`config.mk`:
```
export PLATFORM = sky130hd
export DESIGN_NAME = dals_top
export DESIGN_NICKNAME = d
export VERILOG_FILES = /design/src/dals_pkg.sv /design/src/dals_top.sv
export SDC_FILE = /design/constraint.sdc
export NUM_CORES = 1
export LEC_CHECK = 0
export ABC_CLOCK_PERIOD_IN_PS = 3340
export BUFFER_PORTS_ARGS = -buffer_cell sky130_fd_sc_hd__buf_2
export CAP_MARGIN = 20
export CELL_PAD_IN_SITES_DETAIL_PLACEMENT = 0
export CELL_PAD_IN_SITES_GLOBAL_PLACEMENT = 1
export CORE_ASPECT_RATIO = 1.4
export CORE_UTILIZATION = 44
export DETAILED_ROUTE_END_ITERATION = 12
export PLACE_DENSITY = 0.81
export SKIP_LAST_GASP = 1
export SLEW_MARGIN = 20
export SYNTH_ARGS = -nofsm -noshare
export SYNTH_HDL_FRONTEND = slang
export SYNTH_SLANG_ARGS = --single-unit
```
`constraint.sdc`:
```
create_clock -name pclk -period 3.34 [get_ports pclk]
set_input_delay 0.501 -clock pclk [delete_from_list [all_inputs] [get_ports pclk]]
set_output_delay 0.501 -clock pclk [all_outputs]
set_load 0.02 [all_outputs]
```
`src/dals_pkg.sv`:
```
// Purpose: Shared constants for the drive alarm latch and status block.
// Assumes: 20 MHz pclk, APB register access, 16 alarm sources.
// Notes: Offsets are byte addresses of aligned 32-bit words.
package dals_pkg;
  // ****************************************
  // Sizes
  // ****************************************
  localparam int unsigned ALARM_N = 16;
  localparam int unsigned ORD_W = 5;

  // ****************************************
  // Timing
  // ****************************************
  localparam int unsigned CLK_HZ = 20000000;
  localparam int unsigned CYC_PER_MS = CLK_HZ / 1000;
  localparam int unsigned OVERSPEED_DLY_MS = 750;
  localparam int unsigned MISS_PULSE_DLY_MS = 60000;
  localparam int unsigned MOTOR_TEMP_DLY_MS = 15000;
  localparam int unsigned SPD_FBK_DLY_MS = 100;
  localparam int unsigned PHASE_LOCK_DLY_MS = 500;
  localparam int unsigned OVERSPEED_DLY_CYC = OVERSPEED_DLY_MS * CYC_PER_MS;
  localparam int unsigned MISS_PULSE_DLY_CYC = MISS_PULSE_DLY_MS * CYC_PER_MS;
  localparam int unsigned MOTOR_TEMP_DLY_CYC = MOTOR_TEMP_DLY_MS * CYC_PER_MS;
  localparam int unsigned SPD_FBK_DLY_CYC = SPD_FBK_DLY_MS * CYC_PER_MS;
  localparam int unsigned PHASE_LOCK_DLY_CYC = PHASE_LOCK_DLY_MS * CYC_PER_MS;

  // ****************************************
  // Alarm bit positions and masks
  // ****************************************
  localparam int unsigned OVERSPEED_BIT = 0;
  localparam int unsigned MISS_PULSE_BIT = 1;
  localparam int unsigned MOTOR_TEMP_BIT = 4;
  localparam int unsigned SPD_FBK_BIT = 6;
  localparam int unsigned PHASE_LOCK_BIT = 10;
  localparam logic [15:0] STALL_MASK = 16'h1000;
  localparam logic [15:0] INHIBITABLE_MASK = 16'h10c0;

  // ****************************************
  // Register offsets
  // ****************************************
  localparam logic [7:0] CTRL_OFS = 8'h00;
  localparam logic [7:0] INHIBIT_OFS = 8'h04;
  localparam logic [7:0] RAMP_THR_OFS = 8'h08;
  localparam logic [7:0] ZSPD_THR_OFS = 8'h0c;
  localparam logic [7:0] STALL_THR_OFS = 8'h10;
  localparam logic [7:0] ACTIVE_OFS = 8'h14;
  localparam logic [7:0] CAPTURE_OFS = 8'h18;
  localparam logic [7:0] STATUS_OFS = 8'h1c;
  localparam logic [7:0] SUM_OFS = 8'h20;

  // ****************************************
  // Field positions and reset values
  // ****************************************
  localparam int unsigned CTRL_RESTART_POS = 0;
  localparam int unsigned ST_FIRST_POS = 0;
  localparam int unsigned ST_LAST_POS = 8;
  localparam int unsigned ST_FLAG_POS = 16;
  localparam logic [15:0] INHIBIT_RST = 16'h0000;
  localparam logic [15:0] RAMP_THR_RST = 16'h0100;
  localparam logic [15:0] ZSPD_THR_RST = 16'h0040;
  localparam logic [15:0] STALL_THR_RST = 16'h4000;
endpackage

```
`src/dals_top.sv`:
```
// Purpose: Alarm capture and diagnostic status flags of a motor drive.
// Assumes: Inputs synchronous to pclk; presetn is control power loss.
// Notes: Registers reached over APB, zero wait states while clk_en is high.
//
// Operation
// - Trip on first detected alarm, latch it.
// - Last alarm holds until later trip or power loss.
// - Capture register stores one-hot tripping alarm code.
// - Restart clears the capture register to zero, unless an alarm trips in that cycle.
// - Further alarms ignored until next restart.
// - Active mask follows present alarms every enabled cycle.
// - Power loss zeroes mask, capture, last alarm.
// - Ordinal output of capture, zero when empty.
// - Ordinals 1 to 16 map to one-hot bits.
// - Per-alarm delay; only inhibitable alarms suppressible.
// - Ramping when ramp difference exceeds threshold.
// - Stall on high current, zero speed, nonzero setpoint.
// - Standstill is zero speed with zero demand.
// - Current flag while demand clamped by limit.
// - Program stop is terminal AND network input.
// - Setpoint sum is input 0 plus input 1.
// - Drive start follows network start command.
// - Diagnostic points are read-only to software.
`timescale 1ns/1ns
module dals_top
  import dals_pkg::*;
#(
  parameter logic [31:0] OVERSPEED_CYC = OVERSPEED_DLY_CYC,
  parameter logic [31:0] MISS_PULSE_CYC = MISS_PULSE_DLY_CYC,
  parameter logic [31:0] MOTOR_TEMP_CYC = MOTOR_TEMP_DLY_CYC,
  parameter logic [31:0] SPD_FBK_CYC = SPD_FBK_DLY_CYC,
  parameter logic [31:0] PHASE_LOCK_CYC = PHASE_LOCK_DLY_CYC
) (
  // Clock, reset and clock enable.
  input wire logic pclk,
  input wire logic presetn,
  input wire logic clk_en,
  // APB slave.
  input wire logic [7:0] paddr,
  input wire logic psel,
  input wire logic penable,
  input wire logic pwrite,
  input wire logic [31:0] pwdata,
  input wire logic [3:0] pstrb,
  output logic [31:0] prdata,
  output logic pready,
  output logic pslverr,
  // Alarm sources and drive restart pulse.
  input wire logic [15:0] alarm_in,
  input wire logic drive_restart,
  // Drive quantities, signed two's complement except arm_current and current_limit.
  input wire logic signed [15:0] ramp_in,
  input wire logic signed [15:0] ramp_out,
  input wire logic signed [15:0] speed_fbk,
  input wire logic signed [15:0] speed_demand,
  input wire logic [15:0] arm_current,
  input wire logic signed [15:0] current_demand,
  input wire logic [15:0] current_limit,
  input wire logic signed [15:0] setpoint_in0,
  input wire logic signed [15:0] setpoint_in1,
  // Start and program stop inputs.
  input wire logic prog_stop_term,
  input wire logic net_prog_stop,
  input wire logic net_start,
  // Alarm outputs.
  output logic [15:0] active_alarm_mask,
  output logic [15:0] first_alarm_code_out,
  output logic [4:0] first_alarm_ordinal,
  output logic [4:0] last_alarm_ordinal,
  output logic trip_out,
  // Diagnostic outputs.
  output logic ramping_flag,
  output logic zero_speed_flag,
  output logic zero_setpoint_flag,
  output logic standstill_flag,
  output logic current_clamped_flag,
  output logic stall_flag,
  output logic program_stop_out,
  output logic drive_start_out,
  output logic signed [16:0] setpoint_sum_out
);

  // ****************************************
  // Helpers
  // ****************************************

  // Magnitude of a 17-bit signed value; fits 17 bits unsigned.
  function automatic logic [16:0] mag17(input logic signed [16:0] v);
    mag17 = v[16] ? 17'(-v) : v;
  endfunction

  // Ordinal of a one-hot code, zero for an empty code.
  function automatic logic [4:0] ord_of(input logic [15:0] code);
    ord_of = 5'h00;
    for (int k = 0; k < 16; k++) begin
      if (code[k]) begin
        ord_of = 5'(k + 1);
      end
    end
  endfunction

  // ****************************************
  // Register bus
  // ****************************************

  logic [15:0] inhibit_r; // Alarm inhibit settings.
  logic [15:0] ramp_thr_r; // Ramping threshold.
  logic [15:0] zspd_thr_r; // Zero speed threshold.
  logic [15:0] stall_thr_r; // Stall current threshold.
  logic [31:0] prdata_r; // Read data staged in setup.
  logic pslverr_r; // Error staged in setup.
  logic setup_c; // Setup phase of a transfer.
  logic wr_c; // Write takes effect this edge.
  logic hit_c; // Address is mapped.
  logic [15:0] wmask_c; // Byte lanes of the low half.
  logic sw_restart_c; // Restart written by software.
  logic [31:0] rd_c; // Read mux.
  logic [31:0] status_c; // Packed status word.

  // No wait states; a low clock enable stretches the access.
  assign pready = clk_en;
  assign prdata = prdata_r;
  assign pslverr = pslverr_r;
  assign setup_c = psel & ~penable;
  assign wr_c = psel & penable & pwrite & clk_en & ~pslverr_r;
  assign wmask_c = {{8{pstrb[1]}}, {8{pstrb[0]}}};
  assign sw_restart_c = wr_c & (paddr == CTRL_OFS) & pstrb[0] &
                        pwdata[CTRL_RESTART_POS];

  // Decode and read mux; read-only points simply take no write.
  always_comb begin
    hit_c = 1'b1;
    rd_c = 32'h0000_0000;
    case (paddr)
      CTRL_OFS: rd_c = 32'h0000_0000;
      INHIBIT_OFS: rd_c = {16'h0000, inhibit_r};
      RAMP_THR_OFS: rd_c = {16'h0000, ramp_thr_r};
      ZSPD_THR_OFS: rd_c = {16'h0000, zspd_thr_r};
      STALL_THR_OFS: rd_c = {16'h0000, stall_thr_r};
      ACTIVE_OFS: rd_c = {16'h0000, active_alarm_mask};
      CAPTURE_OFS: rd_c = {16'h0000, first_alarm_code_out};
      STATUS_OFS: rd_c = status_c;
      SUM_OFS: rd_c = 32'(setpoint_sum_out);
      default: hit_c = 1'b0;
    endcase
  end

  // Status word packs ordinals, trip and every flag.
  assign status_c = (32'(first_alarm_ordinal) << ST_FIRST_POS) |
                    (32'(last_alarm_ordinal) << ST_LAST_POS) |
                    (32'({drive_start_out, program_stop_out, stall_flag,
                          current_clamped_flag, standstill_flag,
                          zero_setpoint_flag, zero_speed_flag,
                          ramping_flag, trip_out}) << ST_FLAG_POS);

  // Read data and error are staged in the setup cycle.
  always_ff @(posedge pclk or negedge presetn) begin
    if (!presetn) begin
      prdata_r <= 32'h0000_0000;
      pslverr_r <= 1'b0;
    end else if (clk_en && setup_c) begin
      prdata_r <= pwrite ? 32'h0000_0000 : rd_c;
      pslverr_r <= ~hit_c;
    end
  end

  // Configuration registers; only inhibitable bits of the inhibit register can be set.
  always_ff @(posedge pclk or negedge presetn) begin
    if (!presetn) begin
      inhibit_r <= INHIBIT_RST;
      ramp_thr_r <= RAMP_THR_RST;
      zspd_thr_r <= ZSPD_THR_RST;
      stall_thr_r <= STALL_THR_RST;
    end else if (wr_c) begin
      case (paddr)
        INHIBIT_OFS: begin
          inhibit_r <= ((inhibit_r & ~wmask_c) | (pwdata[15:0] & wmask_c)) &
                       INHIBITABLE_MASK;
        end
        RAMP_THR_OFS: begin
          ramp_thr_r <= (ramp_thr_r & ~wmask_c) | (pwdata[15:0] & wmask_c);
        end
        ZSPD_THR_OFS: begin
          zspd_thr_r <= (zspd_thr_r & ~wmask_c) | (pwdata[15:0] & wmask_c);
        end
        STALL_THR_OFS: begin
          stall_thr_r <= (stall_thr_r & ~wmask_c) | (pwdata[15:0] & wmask_c);
        end
        // Diagnostic offsets ignore writes.
        default: begin
          inhibit_r <= inhibit_r;
        end
      endcase
    end
  end

  // ****************************************
  // Diagnostic flags
  // ****************************************

  logic zspd_c; // Speed feedback near zero.
  logic zsp_c; // Speed demand near zero.

  assign zspd_c = mag17(17'(speed_fbk)) < {1'b0, zspd_thr_r};
  assign zsp_c = mag17(17'(speed_demand)) < {1'b0, zspd_thr_r};

  // All flags are registered every enabled cycle.
  always_ff @(posedge pclk or negedge presetn) begin
    if (!presetn) begin
      ramping_flag <= 1'b0;
      zero_speed_flag <= 1'b0;
      zero_setpoint_flag <= 1'b0;
      standstill_flag <= 1'b0;
      current_clamped_flag <= 1'b0;
      stall_flag <= 1'b0;
      program_stop_out <= 1'b0;
      drive_start_out <= 1'b0;
      setpoint_sum_out <= 17'h00000;
    end else if (clk_en) begin
      ramping_flag <= mag17(17'(ramp_in) - 17'(ramp_out)) >
                      {1'b0, ramp_thr_r};
      zero_speed_flag <= zspd_c;
      zero_setpoint_flag <= zsp_c;
      standstill_flag <= zspd_c & zsp_c;
      current_clamped_flag <= mag17(17'(current_demand)) >
                              {1'b0, current_limit};
      stall_flag <= (arm_current > stall_thr_r) & zspd_c & ~zsp_c;
      program_stop_out <= prog_stop_term & net_prog_stop;
      drive_start_out <= net_start;
      setpoint_sum_out <= 17'(setpoint_in0) + 17'(setpoint_in1);
    end
  end

  // ****************************************
  // Alarm qualification
  // ****************************************

  logic [15:0] present_c; // Alarms present now.
  logic [15:0] matured_c; // Alarms past their delay.
  logic [15:0] trip_c; // Alarms that may trip.
  logic [15:0] lowest_c; // Lowest trip candidate.
  logic restart_c; // Pin or software restart.

  // The stall condition feeds its own alarm bit.
  assign present_c = alarm_in | (stall_flag ? STALL_MASK : 16'h0000);

  // One saturating delay counter per alarm; a dropout restarts it.
  for (genvar i = 0; i < ALARM_N; i++) begin : g_dly
    localparam logic [31:0] DLY =
      (i == OVERSPEED_BIT) ? OVERSPEED_CYC :
      (i == MISS_PULSE_BIT) ? MISS_PULSE_CYC :
      (i == MOTOR_TEMP_BIT) ? MOTOR_TEMP_CYC :
      (i == SPD_FBK_BIT) ? SPD_FBK_CYC :
      (i == PHASE_LOCK_BIT) ? PHASE_LOCK_CYC : 32'h0000_0000;
    logic [31:0] cnt_r;
    always_ff @(posedge pclk or negedge presetn) begin
      if (!presetn) begin
        cnt_r <= 32'h0000_0000;
      end else if (clk_en) begin
        if (!present_c[i]) begin
          cnt_r <= 32'h0000_0000;
        end else if (cnt_r < DLY) begin
          cnt_r <= cnt_r + 32'h0000_0001;
        end
      end
    end
    assign matured_c[i] = present_c[i] && (cnt_r >= DLY);
  end

  // Inhibit acts only on inhibitable alarms.
  assign trip_c = matured_c & ~(inhibit_r & INHIBITABLE_MASK);
  // Two's complement trick isolates the lowest set bit.
  assign lowest_c = trip_c & (~trip_c + 16'h0001);
  assign restart_c = drive_restart | sw_restart_c;

  // ****************************************
  // Alarm capture
  // ****************************************

  // Live mask of present alarms, no latching.
  always_ff @(posedge pclk or negedge presetn) begin
    if (!presetn) begin
      active_alarm_mask <= 16'h0000;
    end else if (clk_en) begin
      active_alarm_mask <= present_c;
    end
  end

  // First trip capture. A trip in the restart cycle wins over the
  // clear, so an alarm still present re-trips at once.
  always_ff @(posedge pclk or negedge presetn) begin
    if (!presetn) begin
      first_alarm_code_out <= 16'h0000;
      first_alarm_ordinal <= 5'h00;
      last_alarm_ordinal <= 5'h00;
      trip_out <= 1'b0;
    end else if (clk_en) begin
      if ((|trip_c) && (!trip_out || restart_c)) begin
        first_alarm_code_out <= lowest_c;
        first_alarm_ordinal <= ord_of(lowest_c);
        last_alarm_ordinal <= ord_of(lowest_c);
        trip_out <= 1'b1;
      end else if (restart_c) begin
        // Last alarm stays; only the capture clears.
        first_alarm_code_out <= 16'h0000;
        first_alarm_ordinal <= 5'h00;
        trip_out <= 1'b0;
      end
      // While tripped, later alarms change nothing.
    end
  end

endmodule

```
==> out/metrics.cfg <==
[cts]
cts_root_buf = clkbuf_16
clock_path_buffers = 3
worstSkewPairLatency_ns = 0.53
htreeDepth = 2
cts_tree = done
clk_pin_slew_ns = 0.06
cts_buffers = 35
cts_num_sinks = 305

[power]
p_per_area_nw_per_um2 = 425.5
intPower_w = 0.006770
p_leak_nw = 10.74
ir_drop_mv = 0.3151
clkPwrFrac_pct = 37.8
combPwrFrac_pct = 20.0
seqPwrFrac_pct = 42.2
switchingPower_w = 0.002784
power_w = 0.009554
swShare_pct = 29.14

[timing]
tns_ns = -0.5502
setup_ws_ns = -0.5502
setup_viol = 1
maxSlewViolCount = 0
tightestPinTransition_ns = 0.7958
relSlewSlack_pct = 46.95
hold_viol_final = 10
period_minus_slack_ns = 3.890
hold_ws_ns = -0.01893
max_freq_mhz = 257.1
clock_skew_ns = 0.01642
fin_crit_sh_pct = 116.5
rsz0062_at_grt = true

[setup_path]
r2r_setup_slack_ns = 0.34
r2r_end = first_alarm_code_out[13]
critPathLaunchType = primary input
r2r-start = g_dly[0].cnt_r[30]
path_max_fanout = 5
cp.arrival_ns = 4.30
r2r_cells = 10
worstPathRequired_ns = 3.75
slowest_delay_ns = 0.40
crit_chain = buf_6, inv_4, ha_4, inv_4, fa_2, a21o_1, a31oi_4, o21ai_2, o41ai_2, o21bai_1, a21oi_2, buf_6, o41a_1, xnor2_1, ha_1, a21oi_2, nor2b_1, o21ai_1, o211a_1, o211ai_1, a31oi_1, o2bb2ai_1, a41o_1
setup.worst_path.class = in2reg
slowest_stage = o41ai_2
cp-end-kind = register

[final_layout]
final_cell_count_no_fill = 2907
area_delta_synth_final_pct = 21.76
layout_commonest_cell = dfrtp_1
layout_common_cells = 302 x dfrtp_1, 295 x buf_2, 194 x nor2_1, 171 x nand2_1, 127 x inv_1
nNetsFinal = 2682
drive_gt1_share_pct = 25.13

[route]
vias = 16200
drc_errors = 0
dr.pass1.iters = 6
post_drt_wl_per_cell_um = 18.83
drtAntennaViolNets = 0
via_per_inst = 5.572
dr.first_iter.drc_count = 1117
totalWireLength_mm = 54.75

[yosys]
synth_seq_cells = 305
ys_seq_area_share_pct = 41.40
async_reset_ff_share_pct = 100.0
synth_ff_type = dfrtp_1
synth.yosys.warnings = 0
syn_nets = 2292
syn-cell-area_um2 = 18440
synthTopCellsByArea = dfrtp_1 41%, ha_1 8.4%, mux2_2 4.8%, xnor2_1 4.5%, nor2_1 3.9%
synth_cells = 1952
yosysUniqueCellTypes = 84
synth_edf_count = 0
synth_largest_area_cell = dfrtp_1
syn_area_per_cell_um2 = 9.448
yosysTopAreaCellShare_pct = 40.98

[grt]
grt_pass1_vias = 15890
grt_max_degree = 95
overflow = 0
antenna_found_initial = 8
grt_usage_pct = 25.36
grt_pass1_wl_mm = 85.46

[placed_design]
globalplace.congestion = 0.9038
dpl_worst_slack_ns = -1.077
dp_cells = 2841
io_buffers = 297
hpwlAfterDp_mm = 43.10

[floorplan]
io_pins = 316
initial_core_util_pct = 44.67
die_area_um2 = 42750
fp.dieW_um = 175.0
rows = 88
coreArea_um2 = 41290
chipHeight_um = 244.2

[outcome]
violations = hold timing, setup timing
outcome = complete, but fails checks

[flow_run]
maxCapViolations = 0

[hold_path]
hold_class = in2async

[synthesized netlist by cell type (4+ instances only)]
cell / count
a211oi_1: 6
or4_1: 4
nand3_1: 91
o21a_1: 6
inv_1: 129
a31oi_1: 16
o211ai_1: 6
ha_1: 124
nand4_1: 41
or3_1: 27
buf_4: 9
a21oi_1: 69
nor4_1: 20
or2_2: 6
o41ai_1: 17
o2bb2ai_1: 4
and2_1: 6
nor3_1: 31
a222oi_1: 21
o31ai_1: 19
a21o_1: 27
a22oi_1: 13
clkbuf_1: 41
mux2_2: 79
xor2_1: 82
a221o_1: 11
nor2b_1: 34
buf_2: 8
nand2b_1: 22
and3_1: 25
nor2_1: 194
nand3b_1: 7
o21ai_1: 24
xnor2_1: 94
dfrtp_1: 302
and4_1: 10
nand2_1: 172
a221oi_1: 14
o21ai_0: 73
[area by class of cell]
cell class	instances	area, um^2
diodes	3	7.507
clock buffers	50	1002
clock inverters	9	71.32
fillers	3812	18830
inverters	130	493.0
multi-input cells	1455	10140
flip-flops and latches	305	7636
well taps	540	675.6
repair buffers	415	2430
[metrics by stage]
stage	cell area, um^2	hold slack, ns	utilization, %
after floorplan	18450	0.2054	-
after global placement	21230	0.4546	51.42
after detailed placement	21230	0.4674	51.42
after CTS	22310	0.02292	54.04
after global routing	22450	0.04089	54.38
final	22460	-0.01893	54.38
[worst max path at each step]
stage | cells past startpoint | start | slack [ns] | endpoint
6_report | 23 | ramp_in[0] | -0.55 | ramping_flag
3_3_place_gp | 24 | ramp_in[0] | -0.93 | ramping_flag
5_1_grt | 22 | ramp_in[0] | -0.76 | ramping_flag
3_5_place_dp | 24 | ramp_in[0] | -1.08 | ramping_flag
4_1_cts | 24 | ramp_in[0] | -0.50 | ramping_flag
2_1_floorplan | 21 | ramp_out[4] | -0.67 | ramping_flag
[routing by layer]
metal  vias to the layer above  global-route usage (%)  share of wire (%)  routed length, um
met1                      7875                   31.48                 41              22220
met5                         -                       0              0.029                 16
met3                        90                   5.146                7.0               3850
met4                         4                   7.263                2.7               1456
met2                       510                   44.21                 50              27210
li1                       7719                       -                  -                  -
[power by group through the flow]
stage          sequential (W)  clock [W]  combinational (W)
2_1_floorplan         0.00415          0           0.000935
3_3_place_gp          0.00409          0            0.00181
3_5_place_dp          0.00410          0            0.00185
4_1_cts               0.00403    0.00369            0.00186
5_1_grt               0.00405    0.00385            0.00212
6_report              0.00404    0.00361            0.00191
[what timing repair did]
action                     CTS  global route
pin swaps                    0            20
cloned                       0             1
setup endpoints to repair    1             3
buffers inserted             0             3
hold buffers                 0             0
resized for setup            1            29
[logic make-up after synthesis]
| kind of cell | after synthesis | share of synthesized area (%) |
|---|---|---|
| flip-flops | 305 | 41.40 |
| XOR/XNOR | 176 | 8.358 |
| AND/OR/NAND/NOR | 704 | 18.63 |
| multiplexers | 80 | 4.878 |
| AO/OA/AOI/OAI | 369 | 13.91 |
| buffers and inverters | 192 | 4.186 |
| adder cells (fa/ha/maj) | 126 | 8.630 |
[worst max-delay path: cells and delay by family]
kind,cells,cell delay [ns]
AO/OA/AOI/OAI,14,2.51
adder cells (fa/ha/maj),3,0.84
XOR/XNOR,1,0.09
AND/OR/NAND/NOR,1,0.05
buffers and inverters,4,0.32
Power figures use the tool's default switching activity.
